File: config.mk
export PLATFORM = sky130hd
export DESIGN_NAME = msg_encoder
export DESIGN_NICKNAME = d
export VERILOG_FILES = /design/src/design/msg_enc_pkg.sv /design/src/design/msg_encoder.sv
export SDC_FILE = /design/constraint.sdc
export NUM_CORES = 2
export LEC_CHECK = 0
export ABC_CLOCK_PERIOD_IN_PS = 13700
export BUFFER_PORTS_ARGS = -buffer_cell sky130_fd_sc_hd__buf_2
export CAP_MARGIN = 20
export CORE_UTILIZATION = 60
export CTS_CLUSTER_SIZE = 12
export DETAILED_ROUTE_END_ITERATION = 6
export PLACE_DENSITY = 0.74
export SYNTH_ARGS = -nofsm -noshare
export SYNTH_HDL_FRONTEND = slang
export SYNTH_SLANG_ARGS = --single-unit
File: constraint.sdc
create_clock -name MCLK -period 13.7 [get_ports MCLK]
set_input_delay 1.37 -clock MCLK [delete_from_list [all_inputs] [get_ports MCLK]]
set_output_delay 1.37 -clock MCLK [all_outputs]
set_load 0.05 [all_outputs]
File: src/design/msg_enc_pkg.sv
package msg_enc_pkg;

  // ----------------------------------------------------------------
  // Event sources and their message codes
  // ----------------------------------------------------------------
  localparam int NUM_EV = 22;                  // Event strobes from the protocol engine.
  localparam int PW     = 9;                   // Parameter width of a queued entry.
  localparam logic [3:0] NO_GATE = 4'h8;        // Marks a message that no verbosity bit gates.

  // Message code of each event strobe, by strobe index.
  localparam logic [7:0] EV_CODE [NUM_EV] = '{
    8'h65, 8'h66, 8'h67, 8'h68, 8'h69, 8'h6a, 8'h6b, 8'h6f, 8'h70, 8'h71, 8'h72,
    8'h73, 8'h74, 8'h77, 8'h78, 8'h79, 8'h7a, 8'h7b, 8'h80, 8'h81, 8'h82, 8'h83};

  // Verbosity bit that gates each event, or NO_GATE.
  localparam logic [3:0] EV_GATE [NUM_EV] = '{
    4'h4, NO_GATE, NO_GATE, 4'h4, 4'h5, NO_GATE, 4'h5, 4'h2, 4'h3, NO_GATE, 4'h1,
    NO_GATE, NO_GATE, NO_GATE, NO_GATE, NO_GATE, NO_GATE, NO_GATE, NO_GATE, NO_GATE,
    NO_GATE, NO_GATE};

  // Strobe indices (for the users of EVT).
  localparam int EV_SEND_SUCCESS    = 0;
  localparam int EV_SEND_TIMEOUT    = 1;
  localparam int EV_ENQUIRY_TIMEOUT = 2;
  localparam int EV_SEND_BEGUN      = 3;
  localparam int EV_UNRECOGNISED    = 4;
  localparam int EV_CMD_OVERFLOW    = 5;
  localparam int EV_LINE_IDLE       = 6;
  localparam int EV_FOREIGN_TOKEN   = 7;
  localparam int EV_OWN_TOKEN       = 8;
  localparam int EV_TOKEN_TIMEOUT   = 9;
  localparam int EV_ENQUIRY_SENT    = 10;
  localparam int EV_SEND_FAULT      = 11;
  localparam int EV_RECEIVE_FAULT   = 12;
  localparam int EV_TOPO_CHANGING   = 13;
  localparam int EV_TOPO_SETTLED    = 14;
  localparam int EV_RECON_ORIGIN    = 15;
  localparam int EV_RECON_SEEN      = 16;
  localparam int EV_RECON_PEER_VER  = 17;
  localparam int EV_SEND_CANCELLED  = 18;
  localparam int EV_MAP_DONE        = 19;
  localparam int EV_TOKEN_HANDED_ON = 20;
  localparam int EV_RECON_INITIATOR = 21;

  // Codes raised by the block itself.
  localparam logic [7:0] NODE_STATE_CODE      = 8'h75;
  localparam logic [7:0] NEIGHBOUR_ID_CODE    = 8'h76;
  localparam logic [7:0] HOST_QUEUE_DROP_CODE = 8'h7c;
  localparam logic [7:0] HOST_QUEUE_FAIL_CODE = 8'h7d;
  localparam logic [7:0] NODE_LIST_DONE_CODE  = 8'h7e;
  localparam logic [7:0] NODE_LIST_ENTRY_CODE = 8'h7f;
  localparam logic [7:0] EMPTY_CODE           = 8'h00;
  localparam logic [8:0] ZERO_PARAM           = 9'h000;

  // ----------------------------------------------------------------
  // Node list layout and walk limits
  // ----------------------------------------------------------------
  localparam int          NODE_BITS     = 8;     // Node identifier width.
  localparam int          STATE_BITS    = 5;     // Node state field width.
  localparam logic [3:0]  GROUPS_PER_REQ = 4'h8; // Groups per node-list request.
  localparam logic [7:0]  LAST_NODE     = 8'hff;

  // ----------------------------------------------------------------
  // Carriers
  // ----------------------------------------------------------------
  typedef struct packed {
    logic [NUM_EV-1:0]         strobe;         // One-cycle event pulses.
    logic [NUM_EV-1:0][PW-1:0] param;          // Parameter beside each pulse.
  } event_in_t;

  typedef struct packed {
    logic [7:0]    code;                       // Message code.
    logic [PW-1:0] param;                      // Message parameter.
  } msg_t;

  typedef struct packed {
    logic                  wr;                 // Write strobe.
    logic [NODE_BITS-1:0]  id;                 // Node written.
    logic [STATE_BITS-1:0] state;              // Real, emulated, receive, real-adjacency.
    logic [PW-1:0]         next_id;            // Upper neighbour.
  } node_wr_t;

  typedef enum {WALK_IDLE, WALK_SCAN, WALK_NID, WALK_STATE, WALK_NEXT, WALK_DONE} walk_t;

endpackage : msg_enc_pkg

File: src/design/msg_encoder.sv
`timescale 1ns/1ps
`default_nettype none

// Functional notes
// - enquiry timeout queues 67, parameter zero, error.
// - packet send start queues 68, verbosity bit 4.
// - unrecognised frame queues 69 with frame id.
// - command queue overflow queues error 6A.
// - line activity timeout queues 6B, bit 5.
// - foreign token 6F with destination; own 70.
// - token timeout queues 71 with culprit id.
// - enquiry sent queues 72, verbosity bit 1.
// - send fault 73, receive fault 74, zero.
// - node state 75 only for present nodes.
// - neighbour id 76 follows; eight groups max.
// - topology changing queues 77; settled queues 78.
// - recon origin 79 carries sender id or zero.
// - any reconfiguration burst queues 7A.
// - peer version 7B carries version low byte.
// - internal queue drop reports error 7C.
// - host queue write failure reports error 7D.
// - list end 7E: zero, else next start id.
// - list entry 7F names the following node.
// - cancel 80, map 81, handed 82, initiator 83.
// - reading an empty queue returns code 00.
// - send success 65, send timeout 66 zero.
module msg_encoder #(
  parameter int DEPTH       = 16,              // Host message queue entries.
  parameter bit NODE_LIST_EN = 1'b1            // Node list walk built in.
) (
  input  wire logic                 MCLK,
  input  wire logic                 RST_N,
  input  wire msg_enc_pkg::event_in_t EVT,
  input  wire logic [7:0]           VERBOSITY_LEVEL,
  input  wire msg_enc_pkg::node_wr_t NODE_WR,
  input  wire logic                 NL_REQ,
  input  wire logic [7:0]           NL_START,
  output logic                      NL_BUSY,
  input  wire logic                 HOST_RD,
  output msg_enc_pkg::msg_t         RD_MSG,
  output logic                      QUEUE_EMPTY
);

  // ----------------------------------------------------------------
  // Elaboration checks
  // ----------------------------------------------------------------
  localparam int AW = $clog2(DEPTH);
  if (DEPTH < 2 || (1 << AW) != DEPTH) begin : g_bad_depth
    $error("DEPTH must be a power of two, at least 2");
  end

  // ----------------------------------------------------------------
  // Reset release
  // ----------------------------------------------------------------
  logic rst_meta;                              // First stage, read only by the second.
  logic rst_n;                                 // Released reset for the whole block.

  // Assert asynchronously, release on the second clock edge.
  always_ff @(posedge MCLK or negedge RST_N) begin
    if (!RST_N) begin
      rst_meta <= 1'b0;
      rst_n    <= 1'b0;
    end else begin
      rst_meta <= 1'b1;
      rst_n    <= rst_meta;
    end
  end

  // ----------------------------------------------------------------
  // Event capture
  // ----------------------------------------------------------------
  logic [msg_enc_pkg::NUM_EV-1:0]         ev_en;     // Event passes its verbosity gate.
  logic [msg_enc_pkg::NUM_EV-1:0]         pend;      // Event waiting for the host queue.
  logic [msg_enc_pkg::NUM_EV-1:0]         next_pend;
  logic [msg_enc_pkg::NUM_EV-1:0][8:0]    pparam;    // Parameter held with each event.
  logic [msg_enc_pkg::NUM_EV-1:0][8:0]    next_pparam;
  logic [msg_enc_pkg::NUM_EV-1:0]         grant_ev;  // One-hot grant from the arbiter.
  logic                                   grant_drop; // Drop report takes the slot.
  logic                                   drop_flag; // Internal queue dropped a message.
  logic                                   next_drop_flag;
  logic                                   fail_flag; // Host queue refused a write.
  logic                                   next_fail_flag;

  // Each event passes its verbosity gate; ungated ones always pass.
  for (genvar i = 0; i < msg_enc_pkg::NUM_EV; i++) begin : g_gate
    assign ev_en[i] = (msg_enc_pkg::EV_GATE[i] == msg_enc_pkg::NO_GATE) ? 1'b1 :
                      VERBOSITY_LEVEL[msg_enc_pkg::EV_GATE[i][2:0]];
  end

  // One pending slot per event; a second arrival while the first
  // still waits is the drop that 7C reports.
  always_comb begin
    next_pend      = pend & ~grant_ev;
    next_pparam    = pparam;
    next_drop_flag = drop_flag & ~grant_drop;
    for (int i = 0; i < msg_enc_pkg::NUM_EV; i++) begin
      if (EVT.strobe[i] && ev_en[i]) begin
        if (next_pend[i]) begin
          next_drop_flag = 1'b1;
        end else begin
          next_pend[i]   = 1'b1;
          next_pparam[i] = EVT.param[i];
        end
      end
    end
  end

  // ----------------------------------------------------------------
  // Node table and list walk
  // ----------------------------------------------------------------
  logic [msg_enc_pkg::STATE_BITS-1:0] node_state [256]; // State of each node.
  logic [8:0]                         node_next  [256]; // Upper neighbour of each node.
  msg_enc_pkg::walk_t                 walk, next_walk;
  logic [7:0]                         cur, next_cur;    // Node under inspection.
  logic [3:0]                         groups, next_groups;
  logic [8:0]                         done_param, next_done_param;
  logic                               cur_present;
  logic                               walk_req;         // Walker wants a queue slot.
  logic                               grant_walk;
  msg_enc_pkg::msg_t                  walk_msg;

  // Written by the protocol engine; data needs no reset.
  always_ff @(posedge MCLK) begin
    if (NODE_WR.wr) begin
      node_state[NODE_WR.id] <= NODE_WR.state;
      node_next[NODE_WR.id]  <= NODE_WR.next_id;
    end
  end

  // Present is real, emulated, or real by adjacency count.
  assign cur_present = (node_state[cur][1:0] != 2'b00) ||
                       (node_state[cur][4:3] != 2'b00);

  // The message the walker offers in its current state.
  always_comb begin
    walk_req = 1'b1;
    walk_msg = '{code: msg_enc_pkg::EMPTY_CODE, param: msg_enc_pkg::ZERO_PARAM};
    unique case (walk)
      msg_enc_pkg::WALK_NID: begin
        walk_msg = '{code: msg_enc_pkg::NODE_LIST_ENTRY_CODE, param: {1'b0, cur}};
      end
      msg_enc_pkg::WALK_STATE: begin
        walk_msg = '{code: msg_enc_pkg::NODE_STATE_CODE,
                     param: {4'h0, node_state[cur]}};
      end
      msg_enc_pkg::WALK_NEXT: begin
        walk_msg = '{code: msg_enc_pkg::NEIGHBOUR_ID_CODE, param: node_next[cur]};
      end
      msg_enc_pkg::WALK_DONE: begin
        walk_msg = '{code: msg_enc_pkg::NODE_LIST_DONE_CODE, param: done_param};
      end
      default: begin
        walk_req = 1'b0;                       // Idle and scan offer nothing.
      end
    endcase
  end

  // Walk state: skip absent nodes, then entry, state, neighbour, and stop
  // after eight groups or at the last identifier.
  always_comb begin
    next_walk       = walk;
    next_cur        = cur;
    next_groups     = groups;
    next_done_param = done_param;
    unique case (walk)
      msg_enc_pkg::WALK_IDLE: begin
        if (NL_REQ && NODE_LIST_EN) begin
          next_walk   = msg_enc_pkg::WALK_SCAN;
          next_cur    = NL_START;
          next_groups = 4'h0;
        end
      end
      msg_enc_pkg::WALK_SCAN: begin
        if (cur_present) begin
          next_walk = msg_enc_pkg::WALK_NID;
        end else if (cur == msg_enc_pkg::LAST_NODE) begin
          next_walk       = msg_enc_pkg::WALK_DONE;
          next_done_param = msg_enc_pkg::ZERO_PARAM;
        end else begin
          next_cur = cur + 8'h01;
        end
      end
      msg_enc_pkg::WALK_NID: begin
        if (grant_walk) begin
          next_walk = msg_enc_pkg::WALK_STATE;
        end
      end
      msg_enc_pkg::WALK_STATE: begin
        if (grant_walk) begin
          next_walk = msg_enc_pkg::WALK_NEXT;  // Neighbour follows at once.
        end
      end
      msg_enc_pkg::WALK_NEXT: begin
        if (grant_walk) begin
          next_groups = groups + 4'h1;
          if (cur == msg_enc_pkg::LAST_NODE) begin
            next_walk       = msg_enc_pkg::WALK_DONE;
            next_done_param = msg_enc_pkg::ZERO_PARAM;
          end else if (groups + 4'h1 == msg_enc_pkg::GROUPS_PER_REQ) begin
            next_walk       = msg_enc_pkg::WALK_DONE;
            next_done_param = {1'b0, cur + 8'h01};
          end else begin
            next_walk = msg_enc_pkg::WALK_SCAN;
            next_cur  = cur + 8'h01;
          end
        end
      end
      msg_enc_pkg::WALK_DONE: begin
        if (grant_walk) begin
          next_walk = msg_enc_pkg::WALK_IDLE;
        end
      end
    endcase
  end

  assign NL_BUSY = (walk != msg_enc_pkg::WALK_IDLE);

  // ----------------------------------------------------------------
  // Arbitration into the host queue
  // ----------------------------------------------------------------
  logic              fifo_full;
  logic              fifo_wr;
  logic              grant_fail;
  logic              ev_any;
  msg_enc_pkg::msg_t wr_msg;
  // Nothing enters a full queue.

  // Order: write-failure report, drop report, events by index, then the
  // walker. Events meeting a full queue wait and raise 7D.
  always_comb begin
    grant_ev   = '0;
    grant_drop = 1'b0;
    grant_fail = 1'b0;
    grant_walk = 1'b0;
    ev_any     = 1'b0;
    fifo_wr    = 1'b0;
    wr_msg     = '{code: msg_enc_pkg::EMPTY_CODE, param: msg_enc_pkg::ZERO_PARAM};
    if (!fifo_full) begin
      if (fail_flag) begin
        grant_fail = 1'b1;
        fifo_wr    = 1'b1;
        wr_msg     = '{code: msg_enc_pkg::HOST_QUEUE_FAIL_CODE,
                       param: msg_enc_pkg::ZERO_PARAM};
      end else if (drop_flag) begin
        grant_drop = 1'b1;
        fifo_wr    = 1'b1;
        wr_msg     = '{code: msg_enc_pkg::HOST_QUEUE_DROP_CODE,
                       param: msg_enc_pkg::ZERO_PARAM};
      end else begin
        for (int i = 0; i < msg_enc_pkg::NUM_EV; i++) begin
          if (pend[i] && !ev_any) begin
            ev_any      = 1'b1;
            grant_ev[i] = 1'b1;
            fifo_wr     = 1'b1;
            // Code per event
            wr_msg = '{code: msg_enc_pkg::EV_CODE[i], param: pparam[i]};
          end
        end
        if (!ev_any && walk_req) begin
          grant_walk = 1'b1;
          fifo_wr    = 1'b1;
          wr_msg     = walk_msg;
        end
      end
    end
  end

  // Events pending at a full queue raise a sticky report;
  // a new failure wins over the clear of its own report.
  always_comb begin
    next_fail_flag = fail_flag & ~grant_fail;
    if (fifo_full && pend != '0) begin
      next_fail_flag = 1'b1;
    end
  end

  // ----------------------------------------------------------------
  // Host message queue
  // ----------------------------------------------------------------
  msg_enc_pkg::msg_t mem [DEPTH];              // Queue storage, oldest at rptr.
  logic [AW:0]       wptr, next_wptr;
  logic [AW:0]       rptr, next_rptr;
  msg_enc_pkg::msg_t next_rd_msg;
  logic              fifo_empty;

  assign fifo_empty  = (wptr == rptr);
  assign fifo_full   = (wptr[AW-1:0] == rptr[AW-1:0]) && (wptr[AW] != rptr[AW]);
  assign QUEUE_EMPTY = fifo_empty;

  // Storage is written without reset; pointers decide what is valid.
  always_ff @(posedge MCLK) begin
    if (fifo_wr) begin
      mem[wptr[AW-1:0]] <= wr_msg;
    end
  end

  // A read returns and removes the oldest entry, or code 00 when empty.
  always_comb begin
    next_wptr   = wptr + {{AW{1'b0}}, fifo_wr};
    next_rptr   = rptr;
    next_rd_msg = RD_MSG;
    if (HOST_RD) begin
      if (fifo_empty) begin
        next_rd_msg = '{code: msg_enc_pkg::EMPTY_CODE,
                        param: msg_enc_pkg::ZERO_PARAM};
      end else begin
        next_rd_msg = mem[rptr[AW-1:0]];
        next_rptr   = rptr + {{AW{1'b0}}, 1'b1};
      end
    end
  end

  // ----------------------------------------------------------------
  // State registers
  // ----------------------------------------------------------------
  always_ff @(posedge MCLK or negedge rst_n) begin
    if (!rst_n) begin
      pend       <= '0;
      pparam     <= '0;
      drop_flag  <= 1'b0;
      fail_flag  <= 1'b0;
      walk       <= msg_enc_pkg::WALK_IDLE;
      cur        <= 8'h00;
      groups     <= 4'h0;
      done_param <= 9'h000;
      wptr       <= '0;
      rptr       <= '0;
      RD_MSG     <= '0;
    end else begin
      pend       <= next_pend;
      pparam     <= next_pparam;
      drop_flag  <= next_drop_flag;
      fail_flag  <= next_fail_flag;
      walk       <= next_walk;
      cur        <= next_cur;
      groups     <= next_groups;
      done_param <= next_done_param;
      wptr       <= next_wptr;
      rptr       <= next_rptr;
      RD_MSG     <= next_rd_msg;
    end
  end

endmodule : msg_encoder

`default_nettype wire

* Word level (Yosys, flattened, before mapping) *
Memory sizes are Yosys's and may differ from the RTL's.
Cells that the tools add are included.

word-level totals
  register bits = 304
  bits in latches = 0
  memory bits (writable) = 3856
  memory bits (read-only) = 0
  input bits = 263
  output and inout port bits = 19
  memories kept = 3

memory list
  memory      words  width  read ports  clocked after Yosys merged registers in  wr ports  line                source
  node_next   256    9      1           0                                        1         msg_encoder.sv:112  logic [8:0] node_next [256];
  node_state  256    5      1           0                                        1         msg_encoder.sv:111  logic [msg_enc_pkg::STATE_BITS-1:0] node_state [256];
  mem         16     17     1           0                                        1         msg_encoder.sv:280  msg_enc_pkg::msg_t mem [DEPTH];

cells by class
  add/subtract/negate cells = 4
  multipliers = 0
  divide/modulo/power cells = 0
  order comparisons = 0
  equal/unequal tests = 22
  shifts and indexed selects = 0
  muxes and demuxes = 272
  bitwise logic cells = 29
  reduce and logical (&&, ||, !) cells = 90

operators with widths
  cell                   number
  $mux W17               26
  $mux W32               7
  $mux W1                215
  $pmux W32 S6           1
  $mux W22               3
  $eq A32 B2 Y1 const B  2
  $eq A32 B3 Y1 const B  2
  $pmux W16 S4           1
  $mux W8                6
  $reduce_and A2 Y1      23
  $mux W9                5
  $eq A32 B1 Y1 const B  1
  $logic_not A32 Y1      1
  $reduce_bool A32 Y1    1
  $logic_and A1 B1 Y1    31
  $not A1 Y1             25
  $pmux W8 S3            1
  $and A22 B22 Y22       1
  $logic_not A1 Y1       22
  $not A22 Y22           1
  $reduce_bool A22 Y1    1
  $ne A2 B2 Y1 const B   10
  $pmux W9 S2            1
  $mux W16               1
  other kinds (22)       29

* Longest topological paths before layout *
  word-level depth = 176
  gate-level depth with buffers = 16
  gate-level depth less buffers = 9

* Worst setup path before layout *
No wires, ideal clock.

  kind = flip-flop to flip-flop
  start point = reg cur[1]
  end point = mem mem[0][0] (netlist name), data pin
  library setup time = 378 ps
  arrival = 3608 ps
  required time = 13322 ps
  slack = 9715 ps
  cell stages (with the launch flop) = 15
  cell sequence = dfrtp_1 > buf_4 > buf_2 > buf_4 > buf_2 > clkbuf_1 > clkbuf_1 > mux4_2 > mux4_2 > a22oi_1 > nand2_1 > a21oi_1 > nand3_1 > a21oi_1 > nor4_1

RTL lines
  item                      line                source
  start: declaration        msg_encoder.sv:114  logic [7:0] cur, next_cur;
  start signal: assignment  msg_encoder.sv:335  cur <= next_cur;
  end: declaration          msg_encoder.sv:280

* Worst setup path in the final report *
  start point = reg cur[0]
  end point = reg done_param[3]

on the way
  word-level cells in the longest chain between the ends = 5
  elaborated cells on any way between the ends = 14
  classes of those cells = 1 x add/sub; 4 x eq/ne; 4 x mux; 4 x reduce/logical; 1 x memory

ends and longest elaborated chain
  item                                                               line                                    source
  $mem_v2 Z256 W5 / $add A8 B1 Y8 (equally long branches)            -
  $reduce_bool A2 Y1 (tied with other cells)                         msg_encoder.sv:131                      assign cur_present = (node_state[cur][1:0] != 2'b00) ||
  $logic_or A1 B1 Y1 / $mux W9 (equally long branches)               msg_encoder.sv:131, msg_encoder.sv:196
  $ne A2 B2 Y1 (no line) / $mux W9 (equally long branches)           -
  $reduce_and A5 Y1 (no line) / $pmux W9 S2 (equally long branches)  -
  end signal: assignment                                             msg_encoder.sv:337                      done_param <= next_done_param;
  end: declaration                                                   msg_encoder.sv:116                      logic [8:0] done_param, next_done_param;

Parallel ways exist; a longest one is shown, timed or not. The select of a mux whose other input is x is not followed.
A chain may end at the register's enable or synchronous reset.

==> metrics.md <==
| Metric | Value |
|---|---|
| Status | `complete, no violations` |
| Final Skew | `0.0863 ns` |
| #FFs+latches synth | `4,113` |
| Setup TNS Final | `0 ns` |
| Yosys cell types | `82` |
| CP max stage delay | `0.93 ns` |
| Starting Density | `0.605` |
| Final hold vios | `0` |
| Placed cell areas | `168,000 sq um` |
| CTS max path bufs | `4` |
| Adder-cell share of the synthesized area | `0.000451` |
| Largest fanout on the critical path | `39` |
| Reg area | `122,000 sq um` |
| Post-synthesis xor/xnor area fraction | `0.00114` |
| Layout area overhead | `11.9%` |
| Setup crit start kind | `register` |
| Largest net degree at the start of global routing | `176` |
| Pwr dens | `187 nW/um^2` |
| Area of the core | `266,000 sq um` |
| PortBufs | `278` |
| DP HPWL | `242,000 um` |
| Syn_area_per_cell | `21.5 sq um` |
| Worst-Margin Slew | `1.24 ns` |
| Synth top area share | `0.716` |
| Reg clk slew, reported paths | `0.06 ns` |
| Largest area contributor in the netlist | `edfxtp_1` |
| CP most frequent cell | `buf_4` |
| Kind of critical path | `reg2reg` |
| PnR worst setup slack | `6.44 ns` |
| Simple-gate share of the synthesized area | `0.0227` |
| Max-cap violations | `0` |
| Overflow after GRT | `0` |
| WP data required | `14.52 ns` |
| Top area cells in the synthesized netlist | `edfxtp_1 72%, mux4_2 15%, dfrtp_1 4.2%` |
| Vias in the first global route | `82.4k` |
| RSZ-0062 raised after global routing | `false` |
| Final setup fails | `0` |
| Top cells by count, synth | `3,840 x edfxtp_1, 1,084 x mux4_2, 347 x nor2_1` |
| DP Worst Slack | `6.63 ns` |
| Initial antenna violation count | `39` |
| Period utilisation layout | `0.530` |
| CP endpoint kind | `register` |
| Post-route cell area | `180,000 sq um` |
| Share of the yosys chip area belonging to registers | `0.759` |
| Multi-input gate area | `36,900 sq um` |
| WL final | `414,000 um` |
| Antenna viol nets, final | `0` |
| Fmax | `138 MHz` |
| Ys flop type | `edfxtp_1` |
| DIE WIDTH | `520 um` |
| Top Ports | `282` |
| Slew Limit Fails | `0` |
| Most frequent cell after synthesis | `edfxtp_1` |
| Via count | `82.0k` |
| Synth warn | `0` |
| First-pass GRT wire length | `589,000 um` |
| DRC errors left | `0` |
| Worst-Skew Late Latency | `1.00 ns` |
| Row cnt | `189` |
| Asr flop ratio synth | `0.0664` |
| Cell area after synthesis | `161,000 sq um` |
| Layout cells sized above 1 | `0.300` |
| Critical path's slowest cell | `dfrtp_4` |
| CTS root buf | `clkbuf_16` |
| TritonCTS clock tree | `done` |
| LEAKAGE | `58.9 nW` |
| Setup bufs post-CTS | `0` |
| TritonCTS Sinks | `4,113` |
| Die height | `520 um` |
| Syn Inst Count | `7,504` |
| Critical Path AT | `8.08 ns` |
| Crit-path cells | `buf_4 > buf_4 > buf_4 > mux4_2 > mux2i_1 > a221oi_1 > a21boi_0 > o22a_1 > a21oi_1 > nand4_1 > a21oi_2 > mux2_2` |
| Drt pass-1 iters | `6` |
| WL per Instance | `34.7 um` |
| HP Class | `in2async` |
| Syn Nets | `7,772` |
| Compound-Gate Fraction of Synth Area | `0.0273` |
| Min Tclk post-route | `7.26 ns` |
| Gr usage total | `0.307` |
| Largest family of logic cells by synthesized area | `multiplexers` |
| Number of flops mapped to enable cells by yosys | `3,840` |
| Fillers | `16.2k` |
| Maximum vdd drop | `0.152 mV` |
| Die area | `270,000 sq um` |
| Via-per-instance ratio | `6.87` |
| Post-CTS sizing | `0` |
| Clock buffer count from CTS | `408` |
| CTS H-Tree Depth | `5` |
| Mux cell area share after synthesis | `0.176` |
| Routability Congestion | `0.950` |
| Slew HR | `0.171` |
| Nets | `8,413` |
| Hold_buf cts | `0` |
| DR iter-0 viols | `10.9k` |
## cell type report
type,instances,share of cell area
repair buffers,661,0.0258
well taps,3533,0.0245
flip-flops and latches,4113,0.678
multi-input cells,2922,0.205
clock buffers,549,0.0605
clock inverters,101,0.00564
inverters,39,0.000854
diodes,18,0.000250
## flip-flops by register name, indices dropped and copies added (netlist names)
name,flops
RD_MSG,16
rst_n,1
pend,22
node_next,2304
cur,8
wptr,5
rst_meta,1
fail_flag,1
pparam,198
mem,256
done_param,8
walk,3
rptr,5
drop_flag,1
groups,4
node_state,1280
## cells by family (layout without fill, tap and decap cells)
| family | Yosys count | after routing |
|---|---|---|
| AOI/OAI and AO/OA | 633 | 633 |
| xor gates and xnor gates | 21 | 21 |
| adders and majority gates | 6 | 6 |
| buffers and inverters | 469 | 1350 |
| DFF | 4113 | 4113 |
| muxes | 1446 | 1446 |
| other | 1 | 19 |
| and+or+nand+nor | 815 | 815 |
## layout by cell type (no fill, tap or decap), types with 10 or more instances in the layout
master | synthesis | layout
a22o_1 | 49 | 49
o211ai_1 | 17 | 17
and2_1 | 15 | 15
edfxtp_1 | 3840 | 3840
a31oi_1 | 13 | 13
clkinv_16 | 0 | 12
nand3_1 | 48 | 43
nor4_1 | 12 | 11
mux4_2 | 1084 | 1084
buf_12 | 0 | 10
a22oi_1 | 81 | 81
nand4_1 | 17 | 17
buf_2 | 69 | 264
nor2_1 | 347 | 305
clkbuf_16 | 0 | 411
dfrtp_1 | 273 | 264
nand2_1 | 210 | 205
inv_1 | 38 | 37
nand2b_1 | 33 | 33
clkbuf_8 | 0 | 25
o21ai_0 | 101 | 101
clkinv_1 | 1 | 50
clkbuf_1 | 251 | 128
a221oi_1 | 22 | 22
o221ai_1 | 29 | 29
a21oi_1 | 111 | 111
a211o_1 | 10 | 10
xnor2_1 | 12 | 12
o31ai_1 | 14 | 14
nor3_1 | 47 | 37
buf_4 | 47 | 357
clkinv_2 | 0 | 22
and3_1 | 13 | 13
a211oi_1 | 44 | 43
diode_2 | 0 | 18
nor2b_1 | 32 | 26
nor2_2 | 0 | 41
o22ai_1 | 52 | 52
mux2i_1 | 158 | 158
mux2_2 | 203 | 203
## worst max-delay path, delay by kind of cell (launching register included)
family,cells,cell delay [ns]
simple gates,1,0.66
buf+inv,3,2.12
flops,1,0.93
mux,3,1.48
compound gates,5,1.74
## report_power, final
| group | internal (mW) | switching (mW) |
|---|---|---|
| logic | 3.93 | 5.30 |
| clock network | 5.67 | 4.58 |
| registers | 14.0 | 0.263 |
## worst paths after layout
kind | start | end | slack (ns) | depth (start not counted)
min in group MCLK | rst_meta$_DFF_PN0_ | rst_n$_DFF_PN0_ | 0.35 | 0
max in group asynchronous | rst_n$_DFF_PN0_ | RD_MSG[0]$_DFFE_PN0P_ | 11.25 | 3
hold reg to reg | rst_meta$_DFF_PN0_ | rst_n$_DFF_PN0_ | 0.35 | 0
setup / recovery | cur[0]$_DFFE_PN0P_ | done_param[3]$_DFFE_PN0P_ | 6.44 | 12
setup reg to reg | cur[0]$_DFFE_PN0P_ | done_param[3]$_DFFE_PN0P_ | 6.44 | 12
hold / removal | RST_N | rst_n$_DFF_PN0_ | 0.21 | 1
## through the flow
stage	hold slack, ns	std cells	power (mW)	utilization
2_1_floorplan	0.331	7504	20.5	-
3_3_place_gp	0.339	11240	23.5	0.631
3_5_place_dp	0.337	11251	23.6	0.631
4_1_cts	0.164	11901	33.7	0.676
5_1_grt	0.198	11922	34.6	0.677
6_report	0.208	11936	33.7	0.677
## layer usage
metal  up-vias  track usage  part of all wire
li1      32670            -                 -
met1     43070        0.425              0.37
met2      5301        0.470              0.47
met3       949       0.0797              0.12
met4        32        0.132             0.047
met5         -            0           0.00048
Power figures use the tool's default switching activity.
